### src/verilog/afp_cfg.svh
// Constants for the converter output format and power mode block
// Function
// [RULE_01] Sample on rising edge; stabilizer makes falling edge
// [RULE_02] Stabilizer accepts 40-60% duty, gives 50%
// [RULE_03] About hundred clocks relock after clock stop
// [RULE_04] Source keeps duty 45-55% without stabilizer
// [RULE_05] Offset binary: zeros, one-then-zeros, all ones
// [RULE_06] Twos complement: offset binary, top bit inverted
// [RULE_07] Out of range raises flag, word saturates
// [RULE_08] Four-level input selects format and stabilizer
// [RULE_09] Disable input floats data and flag
// [RULE_10] Do not toggle disable while sampling fast
// [RULE_11] Power-down low means normal conversion
// [RULE_12] Power-down plus disable: sleep, millisecond recovery
// [RULE_13] Power-down alone: nap, 100 clock recovery
// [RULE_14] Sleep and nap float every output; only the data word and flag float here, strobe is held low
// [RULE_15] Fast rate change: stabilizer off, no relock
// [RULE_16] Source keeps rate at least 1 Msps
// [RULE_17] Flag invalid samples during relock and recovery
`ifndef AFP_CFG_SVH
`define AFP_CFG_SVH

`define AFP_WORD_W 14
`define AFP_IN_W 16
`define AFP_CNT_W 20
`define AFP_POS_FS 16'sh1fff
`define AFP_NEG_FS (-16'sh2000)
`define AFP_MSB 13
`define AFP_CLK_PERIOD_NS 10
`define AFP_STOP_NS 1000
`define AFP_STOP_CYC ((`AFP_STOP_NS + `AFP_CLK_PERIOD_NS - 1) / `AFP_CLK_PERIOD_NS)
`define AFP_RELOCK_CLKS 100
`define AFP_NAP_CLKS 100
`define AFP_SLEEP_NS 1000000
`define AFP_SLEEP_CYC ((`AFP_SLEEP_NS + `AFP_CLK_PERIOD_NS - 1) / `AFP_CLK_PERIOD_NS)
`define AFP_DUTY_STAB_LO 40
`define AFP_DUTY_STAB_HI 60
`define AFP_DUTY_RAW_LO 45
`define AFP_DUTY_RAW_HI 55
`define AFP_PCT 100
`define AFP_RATE_SHIFT 3

`endif

### src/verilog/afp_pkg.sv
// Types shared by the converter output format and power mode block
package afp_pkg;
	typedef enum logic [2:0] {
		AFP_RUN = 3'h0,
		AFP_NAP = 3'h1,
		AFP_SLEEP = 3'h2,
		AFP_NAP_RCV = 3'h3,
		AFP_SLEEP_RCV = 3'h4
	} afp_pwr_e;

	typedef struct packed {
		logic twos;
		logic stab_on;
	} afp_mode_s;

	typedef struct packed {
		logic [13:0] word;
		logic over;
	} afp_sample_s;
endpackage

### src/verilog/afp_top.sv
// Output formatting, clock stabilizer and power state control of the converter
`timescale 1ns/1ps
`include "afp_cfg.svh"

module afp_top #(
	parameter int SLEEP_CYC = `AFP_SLEEP_CYC
) (
	input wire logic ref_clk_in,
	input wire logic reset_in,
	input wire logic sample_clk_in,
	input wire logic [1:0] mode_level_in,
	input wire logic power_down_select_in,
	input wire logic out_disable_in,
	input wire logic signed [15:0] analog_value_in,
	output logic [13:0] sample_word_out,
	output logic sample_word_oe_out,
	output logic range_exceeded_flag_out,
	output logic range_exceeded_flag_oe_out,
	output logic sample_strobe_out,
	output logic data_invalid_out,
	output logic stab_locked_out,
	output logic internal_clk_out,
	output logic duty_fault_out,
	output afp_pkg::afp_mode_s mode_out,
	output afp_pkg::afp_pwr_e power_state_out
);
	import afp_pkg::*;

	// ------------------------------------------------------------
	// Functions
	// ------------------------------------------------------------
	function automatic afp_sample_s convert(input logic signed [15:0] v,
		input logic twos);
		afp_sample_s s;
		logic signed [15:0] c;
		c = v;
		s.over = 1'b0;
		if (v > `AFP_POS_FS) begin
			c = `AFP_POS_FS; // RULE_07
			s.over = 1'b1;
		end else if (v < `AFP_NEG_FS) begin
			c = `AFP_NEG_FS; // RULE_07
			s.over = 1'b1;
		end
		s.word = c[13:0];
		s.word[`AFP_MSB] = ~c[`AFP_MSB]; // RULE_05
		if (twos) begin
			s.word[`AFP_MSB] = ~s.word[`AFP_MSB]; // RULE_06
		end
		return s;
	endfunction

	function automatic logic duty_ok(input logic [19:0] high,
		input logic [19:0] period, input logic [6:0] lo, input logic [6:0] hi);
		logic [27:0] h;
		logic [27:0] p;
		h = 28'(high) * 28'(`AFP_PCT);
		p = 28'(period);
		return (h >= p * 28'(lo)) && (h <= p * 28'(hi));
	endfunction

	// ------------------------------------------------------------
	// Input synchronisers
	// ------------------------------------------------------------
	logic clk_meta;
	logic clk_sync;
	logic clk_prev;
	logic [1:0] mode_meta;
	logic [1:0] mode_sync;
	logic pd_meta;
	logic pd_sync;
	logic dis_meta;
	logic dis_sync;

	always_ff @(posedge ref_clk_in) begin
		if (reset_in) begin
			clk_meta <= 1'b0;
			clk_sync <= 1'b0;
			clk_prev <= 1'b0;
			mode_meta <= 2'h0;
			mode_sync <= 2'h0;
			pd_meta <= 1'b0;
			pd_sync <= 1'b0;
			dis_meta <= 1'b0;
			dis_sync <= 1'b0;
		end else begin
			clk_meta <= sample_clk_in;
			clk_sync <= clk_meta;
			clk_prev <= clk_sync;
			mode_meta <= mode_level_in;
			mode_sync <= mode_meta;
			pd_meta <= power_down_select_in;
			pd_sync <= pd_meta;
			dis_meta <= out_disable_in;
			dis_sync <= dis_meta;
		end
	end

	logic clk_rise;
	logic clk_fall;
	assign clk_rise = clk_sync & ~clk_prev; // RULE_01
	assign clk_fall = ~clk_sync & clk_prev;

	// ------------------------------------------------------------
	// Mode decode
	// ------------------------------------------------------------
	afp_mode_s mode;
	always_comb begin
		mode.twos = mode_sync[1]; // RULE_08
		mode.stab_on = mode_sync[1] ^ mode_sync[0]; // RULE_08
	end

	// ------------------------------------------------------------
	// Sample clock period and high time
	// ------------------------------------------------------------
	logic [19:0] run_cnt;
	logic [19:0] period;
	logic [19:0] high_time;
	logic clk_stopped;

	always_ff @(posedge ref_clk_in) begin
		if (reset_in) begin
			run_cnt <= 20'h0;
			period <= 20'h0;
			high_time <= 20'h0;
			clk_stopped <= 1'b1;
		end else if (clk_rise) begin
			run_cnt <= 20'h1;
			period <= run_cnt;
			clk_stopped <= 1'b0;
		end else begin
			if (run_cnt < 20'(`AFP_STOP_CYC)) begin
				run_cnt <= run_cnt + 20'h1;
			end else begin
				clk_stopped <= 1'b1; // RULE_03
			end
			if (clk_fall) begin
				high_time <= run_cnt;
			end
		end
	end

	// Large jump in period means the source changed rate
	logic rate_jump;
	logic [19:0] delta;
	always_comb begin
		delta = (run_cnt > period) ? run_cnt - period : period - run_cnt;
		rate_jump = (period != 20'h0) && (delta > (period >> `AFP_RATE_SHIFT));
	end

	// ------------------------------------------------------------
	// Stabilizer lock tracking
	// ------------------------------------------------------------
	logic stab_prev;
	logic [6:0] lock_cnt;
	logic locked;

	always_ff @(posedge ref_clk_in) begin
		if (reset_in) begin
			stab_prev <= 1'b0;
			lock_cnt <= 7'h0;
			locked <= 1'b0;
		end else begin
			stab_prev <= mode.stab_on;
			if (clk_stopped || (mode.stab_on && !stab_prev)) begin
				lock_cnt <= 7'h0; // RULE_03
				locked <= 1'b0;
			end else if (clk_rise && mode.stab_on && rate_jump) begin
				lock_cnt <= 7'h0; // RULE_15
				locked <= 1'b0;
			end else if (clk_rise && !locked) begin
				if (lock_cnt == 7'(`AFP_RELOCK_CLKS - 1)) begin
					locked <= 1'b1; // RULE_03
				end else begin
					lock_cnt <= lock_cnt + 7'h1;
				end
			end
		end
	end

	// ------------------------------------------------------------
	// Internal clock regeneration
	// ------------------------------------------------------------
	// External falling edge is not used while the stabilizer runs
	logic int_clk;
	logic [19:0] half_cnt;

	always_ff @(posedge ref_clk_in) begin
		if (reset_in) begin
			int_clk <= 1'b0;
			half_cnt <= 20'h0;
		end else if (!mode.stab_on) begin
			int_clk <= clk_sync; // RULE_15
			half_cnt <= 20'h0;
		end else if (clk_rise) begin
			int_clk <= 1'b1; // RULE_01
			half_cnt <= 20'h1;
		end else if (int_clk) begin
			half_cnt <= half_cnt + 20'h1;
			if (half_cnt >= (period >> 1)) begin
				int_clk <= 1'b0; // RULE_02
			end
		end
	end

	// ------------------------------------------------------------
	// Duty cycle check
	// ------------------------------------------------------------
	logic duty_fault;
	always_ff @(posedge ref_clk_in) begin
		if (reset_in) begin
			duty_fault <= 1'b0;
		end else if (clk_rise && period != 20'h0) begin
			if (mode.stab_on) begin
				duty_fault <= !duty_ok(high_time, period,
					7'(`AFP_DUTY_STAB_LO), 7'(`AFP_DUTY_STAB_HI)); // RULE_02
			end else begin
				duty_fault <= !duty_ok(high_time, period,
					7'(`AFP_DUTY_RAW_LO), 7'(`AFP_DUTY_RAW_HI)); // RULE_04
			end
		end
	end

	// ------------------------------------------------------------
	// Power state machine
	// ------------------------------------------------------------
	afp_pwr_e pwr;
	afp_pwr_e next_pwr;
	logic [19:0] rcv_cnt;

	always_comb begin
		next_pwr = pwr;
		case (pwr)
			AFP_RUN: begin
				if (pd_sync) begin
					next_pwr = dis_sync ? AFP_SLEEP : AFP_NAP; // RULE_12 RULE_13
				end
			end
			AFP_NAP, AFP_NAP_RCV: begin
				if (pd_sync) begin
					next_pwr = dis_sync ? AFP_SLEEP : AFP_NAP;
				end else if (pwr == AFP_NAP) begin
					next_pwr = AFP_NAP_RCV;
				end else if (clk_rise && rcv_cnt == 20'(`AFP_NAP_CLKS - 1)) begin
					next_pwr = AFP_RUN; // RULE_13
				end
			end
			AFP_SLEEP, AFP_SLEEP_RCV: begin
				if (pd_sync) begin
					next_pwr = AFP_SLEEP;
				end else if (pwr == AFP_SLEEP) begin
					next_pwr = AFP_SLEEP_RCV;
				end else if (rcv_cnt == 20'(SLEEP_CYC - 1)) begin
					next_pwr = AFP_RUN; // RULE_12
				end
			end
			default: begin
				next_pwr = AFP_RUN;
			end
		endcase
	end

	always_ff @(posedge ref_clk_in) begin
		if (reset_in) begin
			pwr <= AFP_RUN;
		end else begin
			pwr <= next_pwr;
		end
	end

	// Nap recovery counts sample clocks, sleep counts reference time
	always_ff @(posedge ref_clk_in) begin
		if (reset_in || next_pwr != pwr) begin
			rcv_cnt <= 20'h0;
		end else if (pwr == AFP_SLEEP_RCV) begin
			rcv_cnt <= rcv_cnt + 20'h1;
		end else if (pwr == AFP_NAP_RCV && clk_rise) begin
			rcv_cnt <= rcv_cnt + 20'h1;
		end
	end

	// ------------------------------------------------------------
	// Conversion and outputs
	// ------------------------------------------------------------
	logic powered;
	logic invalid;
	afp_sample_s conv;
	assign powered = (pwr != AFP_NAP) && (pwr != AFP_SLEEP);
	assign invalid = !powered || pwr != AFP_RUN || (mode.stab_on && !locked);
	assign conv = convert(analog_value_in, mode.twos);

	always_ff @(posedge ref_clk_in) begin
		if (reset_in) begin
			sample_word_out <= 14'h0;
			range_exceeded_flag_out <= 1'b0;
			sample_strobe_out <= 1'b0;
		end else begin
			sample_strobe_out <= clk_rise && powered; // RULE_11
			if (clk_rise && powered) begin
				sample_word_out <= conv.word; // RULE_01
				range_exceeded_flag_out <= conv.over; // RULE_07
			end
		end
	end

	// Release and enable are slow in silicon; callers keep it static
	always_ff @(posedge ref_clk_in) begin
		if (reset_in) begin
			sample_word_oe_out <= 1'b0;
			range_exceeded_flag_oe_out <= 1'b0;
		end else begin
			sample_word_oe_out <= !dis_sync && powered; // RULE_09 RULE_14
			range_exceeded_flag_oe_out <= !dis_sync && powered; // RULE_09 RULE_14
		end
	end

	always_ff @(posedge ref_clk_in) begin
		if (reset_in) begin
			data_invalid_out <= 1'b1;
			stab_locked_out <= 1'b0;
			internal_clk_out <= 1'b0;
			duty_fault_out <= 1'b0;
			mode_out <= '0;
			power_state_out <= AFP_RUN;
		end else begin
			data_invalid_out <= invalid; // RULE_17
			stab_locked_out <= locked;
			internal_clk_out <= int_clk;
			duty_fault_out <= duty_fault;
			mode_out <= mode;
			power_state_out <= pwr;
		end
	end
endmodule

### config.mk
export PLATFORM = sky130hd
export DESIGN_NAME = afp_top
export DESIGN_NICKNAME = d
export VERILOG_FILES = /design/src/verilog/afp_pkg.sv /design/src/verilog/afp_top.sv
export VERILOG_INCLUDE_DIRS = /design/src /design/src/verilog
export SDC_FILE = /design/constraint.sdc
export NUM_CORES = 1
export LEC_CHECK = 0
export BUFFER_PORTS_ARGS = -buffer_cell sky130_fd_sc_hd__clkbuf_2
export CAP_MARGIN = 20
export CORE_AREA = 2 2 202 204
export DETAILED_ROUTE_END_ITERATION = 10
export DIE_AREA = 0 0 204 206
export GPL_ROUTABILITY_DRIVEN = 0
export GPL_TIMING_DRIVEN = 1
export HOLD_SLACK_MARGIN = 0.05
export PLACE_DENSITY = 0.66
export SETUP_SLACK_MARGIN = 0.2
export SYNTH_ARGS = -nofsm -noshare
export SYNTH_HDL_FRONTEND = slang
export SYNTH_SLANG_ARGS = --single-unit
### constraint.sdc
create_clock -name ref_clk_in -period 11.33 [get_ports ref_clk_in]
set_input_delay 1.6995 -clock ref_clk_in [delete_from_list [all_inputs] [get_ports ref_clk_in]]
set_output_delay 1.6995 -clock ref_clk_in [all_outputs]
set_load 0.01 [all_outputs]
==> impl_metrics.json, run 1 <==
{
  "yosysWarnings": 0,
  "core-area_mm2": 0.0402,
  "critPathTopFamily": "compound AO/OA/AOI/OAI gates",
  "r2r_cells": 25,
  "drtIter0Drc": 1072,
  "grt_pass1_wl_um": 87400,
  "firstDrtPassIters": 5,
  "max-cap-violations": 0,
  "htree_levels": 4,
  "end_kind": "flip-flop",
  "ys_seq_area_share_pct": 15.3,
  "hpwl_um": 45100,
  "peakVddDrop_mv": 0.101,
  "worstReg2RegEnd": "duty_fault",
  "preCtsSetupSlack_ps": 4490,
  "clk_pin_slew_ps": 80,
  "crit_fanout": 8,
  "cp-endpoint": "duty_fault",
  "cts_buffer_depth": 2,
  "slowest_delay_ps": 670,
  "maxSlewHeadroom_pct": 30.6,
  "tightest_slew_ps": 1040,
  "worstPathArrival_ps": 7330,
  "fin_util_pct": 52.8,
  "grt_max_degree": 39,
  "yosysTopAreaCell": "ha_1",
  "seq_area_mm2": 0.00302,
  "synth-edff-count": 0,
  "max_freq_mhz": 143,
  "yosysMostFrequentCell": "ha_1",
  "synth-async-reset-ratio_pct": 0,
  "grt_usage_pct": 26.2,
  "ys_ff_latch": 151,
  "hp-class": "flip-flop to flip-flop",
  "ys_types": 67,
  "die_h_um": 206,
  "syn_nets": 2923,
  "power.leakage_nw": 10.6,
  "drv_slew": 0,
  "wl_um": 54600,
  "timing.critical_path.from": "period[11]",
  "crit_type": "flip-flop to flip-flop",
  "path_buf_inv": 4,
  "synthFlopType": "dfxtp_1",
  "rr_startpoint": "period[11]",
  "diodes": 0,
  "synth_commonest_cells": "395 x ha_1, 319 x inv_1, 188 x a21oi_1",
  "cp-start-kind": "flip-flop",
  "ctsResizeCount": 0,
  "avgViaCountPerCell": 5.81,
  "min_period_over_period_pct": 61.7,
  "synthTopCellsByArea": "ha_1 25%, dfxtp_1 15%, fa_1 12%, inv_1 6.0%, a21oi_1 4.8%",
  "cts_tree": "built",
  "crit_cells": 25,
  "postCtsSetupRepairBufs": 0,
  "final.min_clock_period_ps": 6990,
  "area_growth_pct": 7.13,
  "grt_pass1_vias": 17100,
  "layout-drive-gt1-share_pct": 4.68,
  "crit_required_ps": 11670,
  "insertion_delay_ps": 440,
  "p_per_area_mw_per_mm2": 62.7,
  "synthCells": 2388,
  "die_area_mm2": 0.0420,
  "ant_nets": 0,
  "row_count": 74,
  "cts.sinks": 151,
  "drcViolationCount": 0,
  "clock-root-buffer": "clkbuf_16",
  "rrSetupSlack_ps": 4340,
  "wl_per_cell_um": 18.4,
  "setup_tns_ps": 0,
  "setup_violations": 0,
  "vias": 17200,
  "multi_input_area_mm2": 0.0154,
  "nFillCells": 3864,
  "syn_area_per_cell_um2": 8.29,
  "finalHoldViolCount": 0,
  "io_buffer_count": 49,
  "numCtsBuffers": 17,
  "hold_buffers": 0,
  "synth_top_area_share_pct": 25.0,
  "post-place-cells": 2935,
  "setup_slack_ps": 4340,
  "status": "completed",
  "fin_skew_ps": 17.9,
  "final-instance-count-excl-fill": 2967,
  "cp_slowest_cell": "dfxtp_1",
  "ioPinCount": 50,
  "syn_area_mm2": 0.0198,
  "die_w_um": 204,
  "initial_core_util_pct": 49.3,
  "gr-total-overflow": 0,
  "finalPower_mw": 1.33,
  "antenna_found_initial": 0,
  "rsz0062_at_grt": "false",
  "fin_nets": 2957
}
## flip-flops by register name, summed over array words and instances (netlist names), 7 cells and up
name             count
run_cnt             20
high_time           20
half_cnt            20
lock_cnt             7
sample_word_out     14
period              20
rcv_cnt             20
## placed cells by master, fill, tap and decap left out, types with 7 or more instances in the layout
cell type,n
nor2b_1,36
nor2_1,148
or2_2,10
o31ai_1,9
mux2i_1,15
nor4b_1,7
fa_1,117
a211o_1,9
nand4_1,41
a41oi_1,7
nor4_1,14
clkbuf_16,17
inv_6,7
dfxtp_1,151
and2_1,14
o21ai_0,131
o21bai_1,12
buf_4,13
and3_1,22
nor3_1,35
nand2b_1,27
a21o_1,52
a21oi_1,188
o211ai_1,25
nand3b_1,7
a31oi_1,16
nand2_1,185
nand3_1,55
ha_1,395
o21a_1,14
a211oi_1,22
xor2_1,89
xnor2_1,76
clkbuf_2,49
inv_1,319
## power breakdown
part | internal [mW] | total (mW) | switching, mW
clock | 0.312 | 0.575 | 0.262
combinational | 0.0844 | 0.209 | 0.125
sequential | 0.538 | 0.546 | 0.00796
## worst min-delay path by stage
stage,endpoint,cells past startpoint,from
detailed placement,pd_sync,1,pd_meta
global route,pd_sync,1,pd_meta
finish,clk_sync,1,clk_meta
floorplan,clk_sync,1,clk_meta
CTS,pd_sync,1,pd_meta
global placement,pd_sync,1,pd_meta
## layer usage
metal / vias to the layer above / share of wire, % / global-route usage (%)
met5: - / 0 / 0
met3: 104 / 4.7 / 2.63
met4: 0 / 3.8 / 10.6
met2: 491 / 47 / 45.2
met1: 8260 / 44 / 33.5
li1: 8379 / - / -
## final cells by class
type                    instances  share of cell area [%]
clock buffers                  18                    2.02
inverters                     319                    5.65
repair buffers                 63                    1.67
clock inverters                14                   0.732
well taps                     532                    3.14
multi-input cells            1870                    72.5
flip-flops and latches        151                    14.3
## stage by stage
step | area, µm² | hold WS (ps)
final | 21200 | 438
after global routing | 21200 | 454
after CTS | 21200 | 441
after detailed placement | 20600 | 425
after global placement | 20600 | 416
after floorplan | 19800 | 414
## worst register-to-register path: stages (launching register included)
cell and delay (ps):
dfxtp_1 670, inv_1 360, fa_1 670, inv_1 70
fa_1 480, inv_1 60, fa_1 540, inv_1 60
ha_1 370, a21oi_1 160, o21ai_0 150, a221o_1 390
a31oi_1 250, nor2b_1 70, o21ai_0 250, nand2_1 110
xnor2_1 130, ha_1 290, nand4_1 170, nor3_1 380
o21ai_0 150, a31oi_1 300, o32ai_1 170, o21ai_0 230
a31oi_1 130, a311oi_1 270
## logic make-up (layout without fill, tap and decap cells)
family,Yosys count,count (layout),share of synthesized area (%)
compound gates,554,554,17.6
xor+xnor,165,165,7.30
fa+ha+maj,512,512,36.8
buf+inv,367,414,7.03
flops,151,151,15.3
mux,17,17,0.872
simple gates,622,622,15.1
(Power assumes the default switching activity.)
==> run 2, diff against run 1 <==
- PLACE_DENSITY: 0.66 -> 0.68
- clock period: 11.33 -> 6.2 ns (I/O delays scaled with it)
==> run 2 against run 1 <==
Against the previous run:
- maximum frequency up 17%
- power grew 81%
- via count up 2.5%
- combinational power is 89% higher
- global-route usage is 0.60 points higher
- critical path depth is 1 lower
- clock-buffer cell count up 1
==> impl_metrics.json, run 2 (synthesis gave the netlist of run 1 again) <==
{
  "preCtsSetupSlack_ps": -44.7,
  "cp_slowest_cell": "fa_1",
  "cts.sinks": 151,
  "combPwrFrac_pct": 16.4,
  "firstDrtPassIters": 6,
  "worstPathArrival_ps": 6310,
  "area_growth_pct": 11.6,
  "rsz0062_at_grt": "false",
  "grt_pass1_vias": 17500,
  "internal_power_mw": 1.69,
  "avgViaCountPerCell": 5.81,
  "cts_buffer_depth": 2,
  "grt_usage_pct": 26.7,
  "peakVddDrop_mv": 0.198,
  "htree_levels": 4,
  "initial_core_util_pct": 49.3,
  "critPathTopFamily": "compound AO/OA/AOI/OAI gates",
  "power.leakage_nw": 10.9,
  "antenna_found_initial": 0,
  "max_freq_mhz": 168,
  "layout_commonest_cell": "ha_1",
  "grt_max_degree": 70,
  "crit_fanout": 5,
  "max-cap-violations": 0,
  "clk_pin_slew_ps": 70,
  "cts_tree": "built",
  "maxSlewHeadroom_pct": 30.7,
  "layout_common_cells": "378 x ha_1, 318 x inv_1, 185 x a21oi_1, 184 x nand2_1, 148 x nor2_1",
  "crit_top_cell": "buf_4",
  "end_kind": "flip-flop",
  "clock_power_share_pct": 42.3,
  "drcViolationCount": 0,
  "fin_nets": 3028,
  "seqPwrFrac_pct": 41.3,
  "die_w_um": 204,
  "cp_cell_sequence": "buf_4 > fa_1 > inv_1 > fa_1 > inv_1 > ha_1 > a2111oi_0 > buf_4 > a211o_1 > nand3_1 > o211ai_1 > nand3b_1 > a21oi_1 > xor2_1 > ha_1 > nand4_1 > nor4_2 > buf_4 > a21boi_0 > buf_4 > o22ai_1 > nand3_1 > a31oi_1 > a311oi_1",
  "setup_violations": 0,
  "vias": 17700,
  "setup_slack_ps": 232,
  "slowest_delay_ps": 610,
  "layout-drive-gt1-share_pct": 10.2,
  "numCtsBuffers": 17,
  "min_period_over_period_pct": 96.3,
  "final.min_clock_period_ps": 5970,
  "setup_tns_ps": 0,
  "gr-total-overflow": 0,
  "status": "completed",
  "core-area_mm2": 0.0402,
  "io_buffer_count": 49,
  "grt_pass1_wl_um": 89300,
  "cp-start-kind": "flip-flop",
  "p_per_area_mw_per_mm2": 109,
  "wl_per_cell_um": 18.6,
  "drtIter0Drc": 1403,
  "tightest_slew_ps": 1040,
  "path_buf_inv": 6,
  "hpwl_um": 46500,
  "power_switching_mw": 0.713,
  "crit_type": "flip-flop to flip-flop",
  "drv_slew": 0,
  "wl_um": 56600,
  "crit_required_ps": 6550,
  "ioPinCount": 50,
  "swShare_pct": 29.7,
  "finalHoldViolCount": 0,
  "diodes": 0,
  "hp-class": "flip-flop to flip-flop",
  "ant_nets": 0,
  "die_h_um": 206,
  "fin_skew_ps": 11.4,
  "hold_buffers": 0,
  "clock-root-buffer": "clkbuf_16",
  "insertion_delay_ps": 440,
  "row_count": 74,
  "die_area_mm2": 0.0420,
  "finalPower_mw": 2.40
}
==> run 2: routing by layer <==
| metal | wire (µm) | up-vias | global-route usage (%) | part of all wire, % |
|---|---|---|---|---|
| met3 | 2870 | 127 | 2.63 | 5.1 |
| met2 | 27100 | 549 | 46.3 | 48 |
| met1 | 24400 | 8478 | 34.0 | 43 |
| li1 | - | 8503 | - | - |
| met5 | 0 | - | 0 | 0 |
| met4 | 2250 | 0 | 11.6 | 4.0 |
==> run 2: worst reg2reg max path, stage by stage (launching register included) <==
cell       delay (ps)
dfxtp_4           380
buf_4             170
fa_1              610
inv_1              80
fa_1              510
inv_1              40
ha_1              240
a2111oi_0         410
buf_4             190
a211o_1           160
nand3_1           220
o211ai_1          350
nand3b_1          120
a21oi_1           190
xor2_1            110
ha_1              330
nand4_1           290
nor4_2            360
buf_4             180
a21boi_0          170
buf_4             170
o22ai_1           100
nand3_1           150
a31oi_1            90
a311oi_1          250
==> run 2: worst paths after layout <==
path,start,end,slack [ps],cells after the start
worst max register to register,period[3],duty_fault,230,24
worst min register to register,mode_meta[1],mode_sync[1],440,1
worst min-delay path,mode_meta[1],mode_sync[1],440,1
worst max-delay path,period[3],duty_fault,230,24
==> run 2: cell type report <==
type	instances	area, µm²
tap	532	666
timing repair buffer	134	883
sequential	151	3060
fill	3733	18100
clock buffer	19	453
multi-input combinational	1870	15700
clock inverter	13	110
inverter	319	1200
==> run 2: power groups by stage <==
| stage | clock network [mW] | registers, mW | logic (mW) |
|---|---|---|---|
| floorplan | 0 | 1.02 | 0.267 |
| global placement | 0 | 1.02 | 0.370 |
| detailed placement | 0 | 1.02 | 0.378 |
| CTS | 1.03 | 0.997 | 0.383 |
| global route | 1.07 | 0.995 | 0.434 |
| finish | 1.02 | 0.994 | 0.394 |
==> run 2: stage by stage <==
stage / utilization, % / std cells / hold slack, ps / instance area (µm²)
final: 55.0 / 3038 / 441 / 22100
after detailed placement: 52.5 / 3000 / 429 / 21100
after CTS: 54.1 / 3032 / 447 / 21700
after global routing: 55.0 / 3038 / 456 / 22100
after global placement: 52.5 / 3000 / 421 / 21100
after floorplan: - / 2388 / 414 / 19800
==> run 2: timing repair <==
| item | in CTS | in global routing |
|---|---|---|
| pin swaps | 1 | 22 |
| setup buffers | 0 | 5 |
| resized for setup | 18 | 70 |
| endpoints found under the setup margin | 1 | 9 |
==> run 3, diff against run 2 <==
- CORE_AREA: 2 2 202 204 -> 2 2 192 194
- DIE_AREA: 0 0 204 206 -> 0 0 194 196
- PLACE_DENSITY: 0.68 -> 0.74
==> run 3 against run 2 <==
Against the previous run:
- combinational power fell by 2%
- core utilization rose by 5.7 points
- final cell count fell by 2.6%
- critical path type unchanged
- maximum frequency rose by 3.9%
- clock power barely moved
- cell area fell by 0.90%
- register-to-register slack improved by 230 ps
- largest cell class unchanged
==> impl_metrics.json, run 3 (synthesis gave the netlist of run 1 again) <==
{
  "insertion_delay_ps": 440,
  "power.leakage_nw": 10.9,
  "firstDrtPassIters": 5,
  "critPathTopFamily": "adder cells",
  "avgViaCountPerCell": 5.99,
  "antenna_found_initial": 0,
  "htree_levels": 4,
  "tightest_slew_ps": 1080,
  "holdWs_ps": 443,
  "layout_common_cells": "384 x ha_1, 318 x inv_1, 185 x nand2_1, 184 x a21oi_1, 148 x nor2_1",
  "crit_required_ps": 6520,
  "die_area_mm2": 0.0380,
  "rsz0062_at_grt": "false",
  "cts_tree": "built",
  "path_buf_inv": 2,
  "initial_core_util_pct": 54.9,
  "ant_nets": 0,
  "crit_top_cell": "ha_1",
  "gr-total-overflow": 0,
  "wl_um": 55600,
  "finalInstanceArea_mm2": 0.0219,
  "status": "completed",
  "cts_buffer_depth": 2,
  "cts.sinks": 151,
  "ioPinCount": 50,
  "setup_slack_ps": 459,
  "place_area_mm2": 0.0209,
  "fin_nets": 3013,
  "fin_skew_ps": 17.5,
  "maxSlewHeadroom_pct": 27.6,
  "max-cap-violations": 0,
  "slowest_delay_ps": 550,
  "finalPower_mw": 2.41,
  "fin_util_pct": 60.7,
  "area_growth_pct": 10.6,
  "grt_pass1_vias": 17400,
  "grt_pass1_wl_um": 87800,
  "die_h_um": 196,
  "numCtsBuffers": 17,
  "hp-class": "flip-flop to flip-flop",
  "finalHoldViolCount": 0,
  "max_freq_mhz": 174,
  "p_per_area_mw_per_mm2": 110,
  "hpwl_um": 45300,
  "end_kind": "flip-flop",
  "crit_fanout": 6,
  "layout_commonest_cell": "ha_1",
  "setup_violations": 0,
  "preCtsSetupSlack_ps": -95.1,
  "vias": 17700,
  "layout-drive-gt1-share_pct": 9.15,
  "clk_pin_slew_ps": 70,
  "drv_slew": 0,
  "worstPathArrival_ps": 6060,
  "cp-start-kind": "flip-flop",
  "hold_buffers": 0,
  "diodes": 0,
  "crit_type": "flip-flop to flip-flop",
  "grt_usage_pct": 28.5,
  "grt_max_degree": 39,
  "drtIter0Drc": 1521,
  "peakVddDrop_mv": 0.203,
  "die_w_um": 194,
  "wl_per_cell_um": 18.8,
  "cp_slowest_cell": "or4_4",
  "final.min_clock_period_ps": 5740,
  "cp_cell_sequence": "ha_1 > xor2_1 > ha_1 > inv_1 > fa_1 > inv_1 > ha_1 > nand3_1 > o211ai_1 > nor4b_2 > or4_4 > a2111oi_4 > o31ai_1 > a21o_1 > ha_1 > nand3_1 > nor3_2 > nor4b_4 > nand3b_1 > a21oi_2 > o21ai_2 > a31oi_1 > a311oi_1",
  "row_count": 70,
  "clock-root-buffer": "clkbuf_16",
  "io_buffer_count": 49,
  "drcViolationCount": 0,
  "min_period_over_period_pct": 92.6,
  "core-area_mm2": 0.0361
}
run 3: changes by cell type in the layout (fill, tap and decap cells not counted), sizes merged:
cell      before  now
clkbuf        68   70
inv          326  323
bufinv         0    1
clkinv         6    2
clkinvlp       0    4
buf           85   70
run 3: timing repair:
action	4_1_cts	5_1_grt
endpoints found under the setup margin	1	1
setup buffers	0	12
pin swaps	0	20
gates resized for setup	14	75
gates cloned	0	0
run 3: per-stage QoR:
step / TNS [ps] / instances
2_1_floorplan: 0 / 2388
3_3_place_gp: 0 / 2915
3_5_place_dp: -95.1 / 2915
4_1_cts: 0 / 2947
5_1_grt: 0 / 2959
6_report: 0 / 2959
run 3: worst paths after layout:
kind / start / endpoint / slack [ps] / cells after the start
worst max-delay path: period[1] / duty_fault / 460 / 23
worst min-delay path: dis_meta / dis_sync / 440 / 1
worst max register to register: period[1] / duty_fault / 460 / 23
worst min register to register: dis_meta / dis_sync / 440 / 1
run 3: cell type report:
| type | count | area (µm²) |
|---|---|---|
| multi-input cells | 1870 | 15700 |
| well taps | 468 | 586 |
| repair buffers | 119 | 778 |
| clock inverters | 11 | 113 |
| inverters | 319 | 1200 |
| flip-flops and latches | 151 | 3070 |
| clock buffers | 21 | 460 |
| fillers | 3078 | 14200 |
run 3: report_power, final:
group	total, mW	internal [mW]	leakage (nW)	switching [mW]
Sequential	0.992	0.978	1.23	0.0141
Clock	1.03	0.581	0.273	0.449
Combinational	0.388	0.160	9.37	0.228
Total	2.41	1.72	10.9	0.692
run 3: layer usage:
metal / share of wire, % / track usage, % / vias up
met5: 0 / 0 / -
met4: 4.4 / 12.1 / 0
met2: 48 / 49.0 / 622
met1: 42 / 36.4 / 8486
met3: 5.8 / 2.99 / 139
li1: - / - / 8490
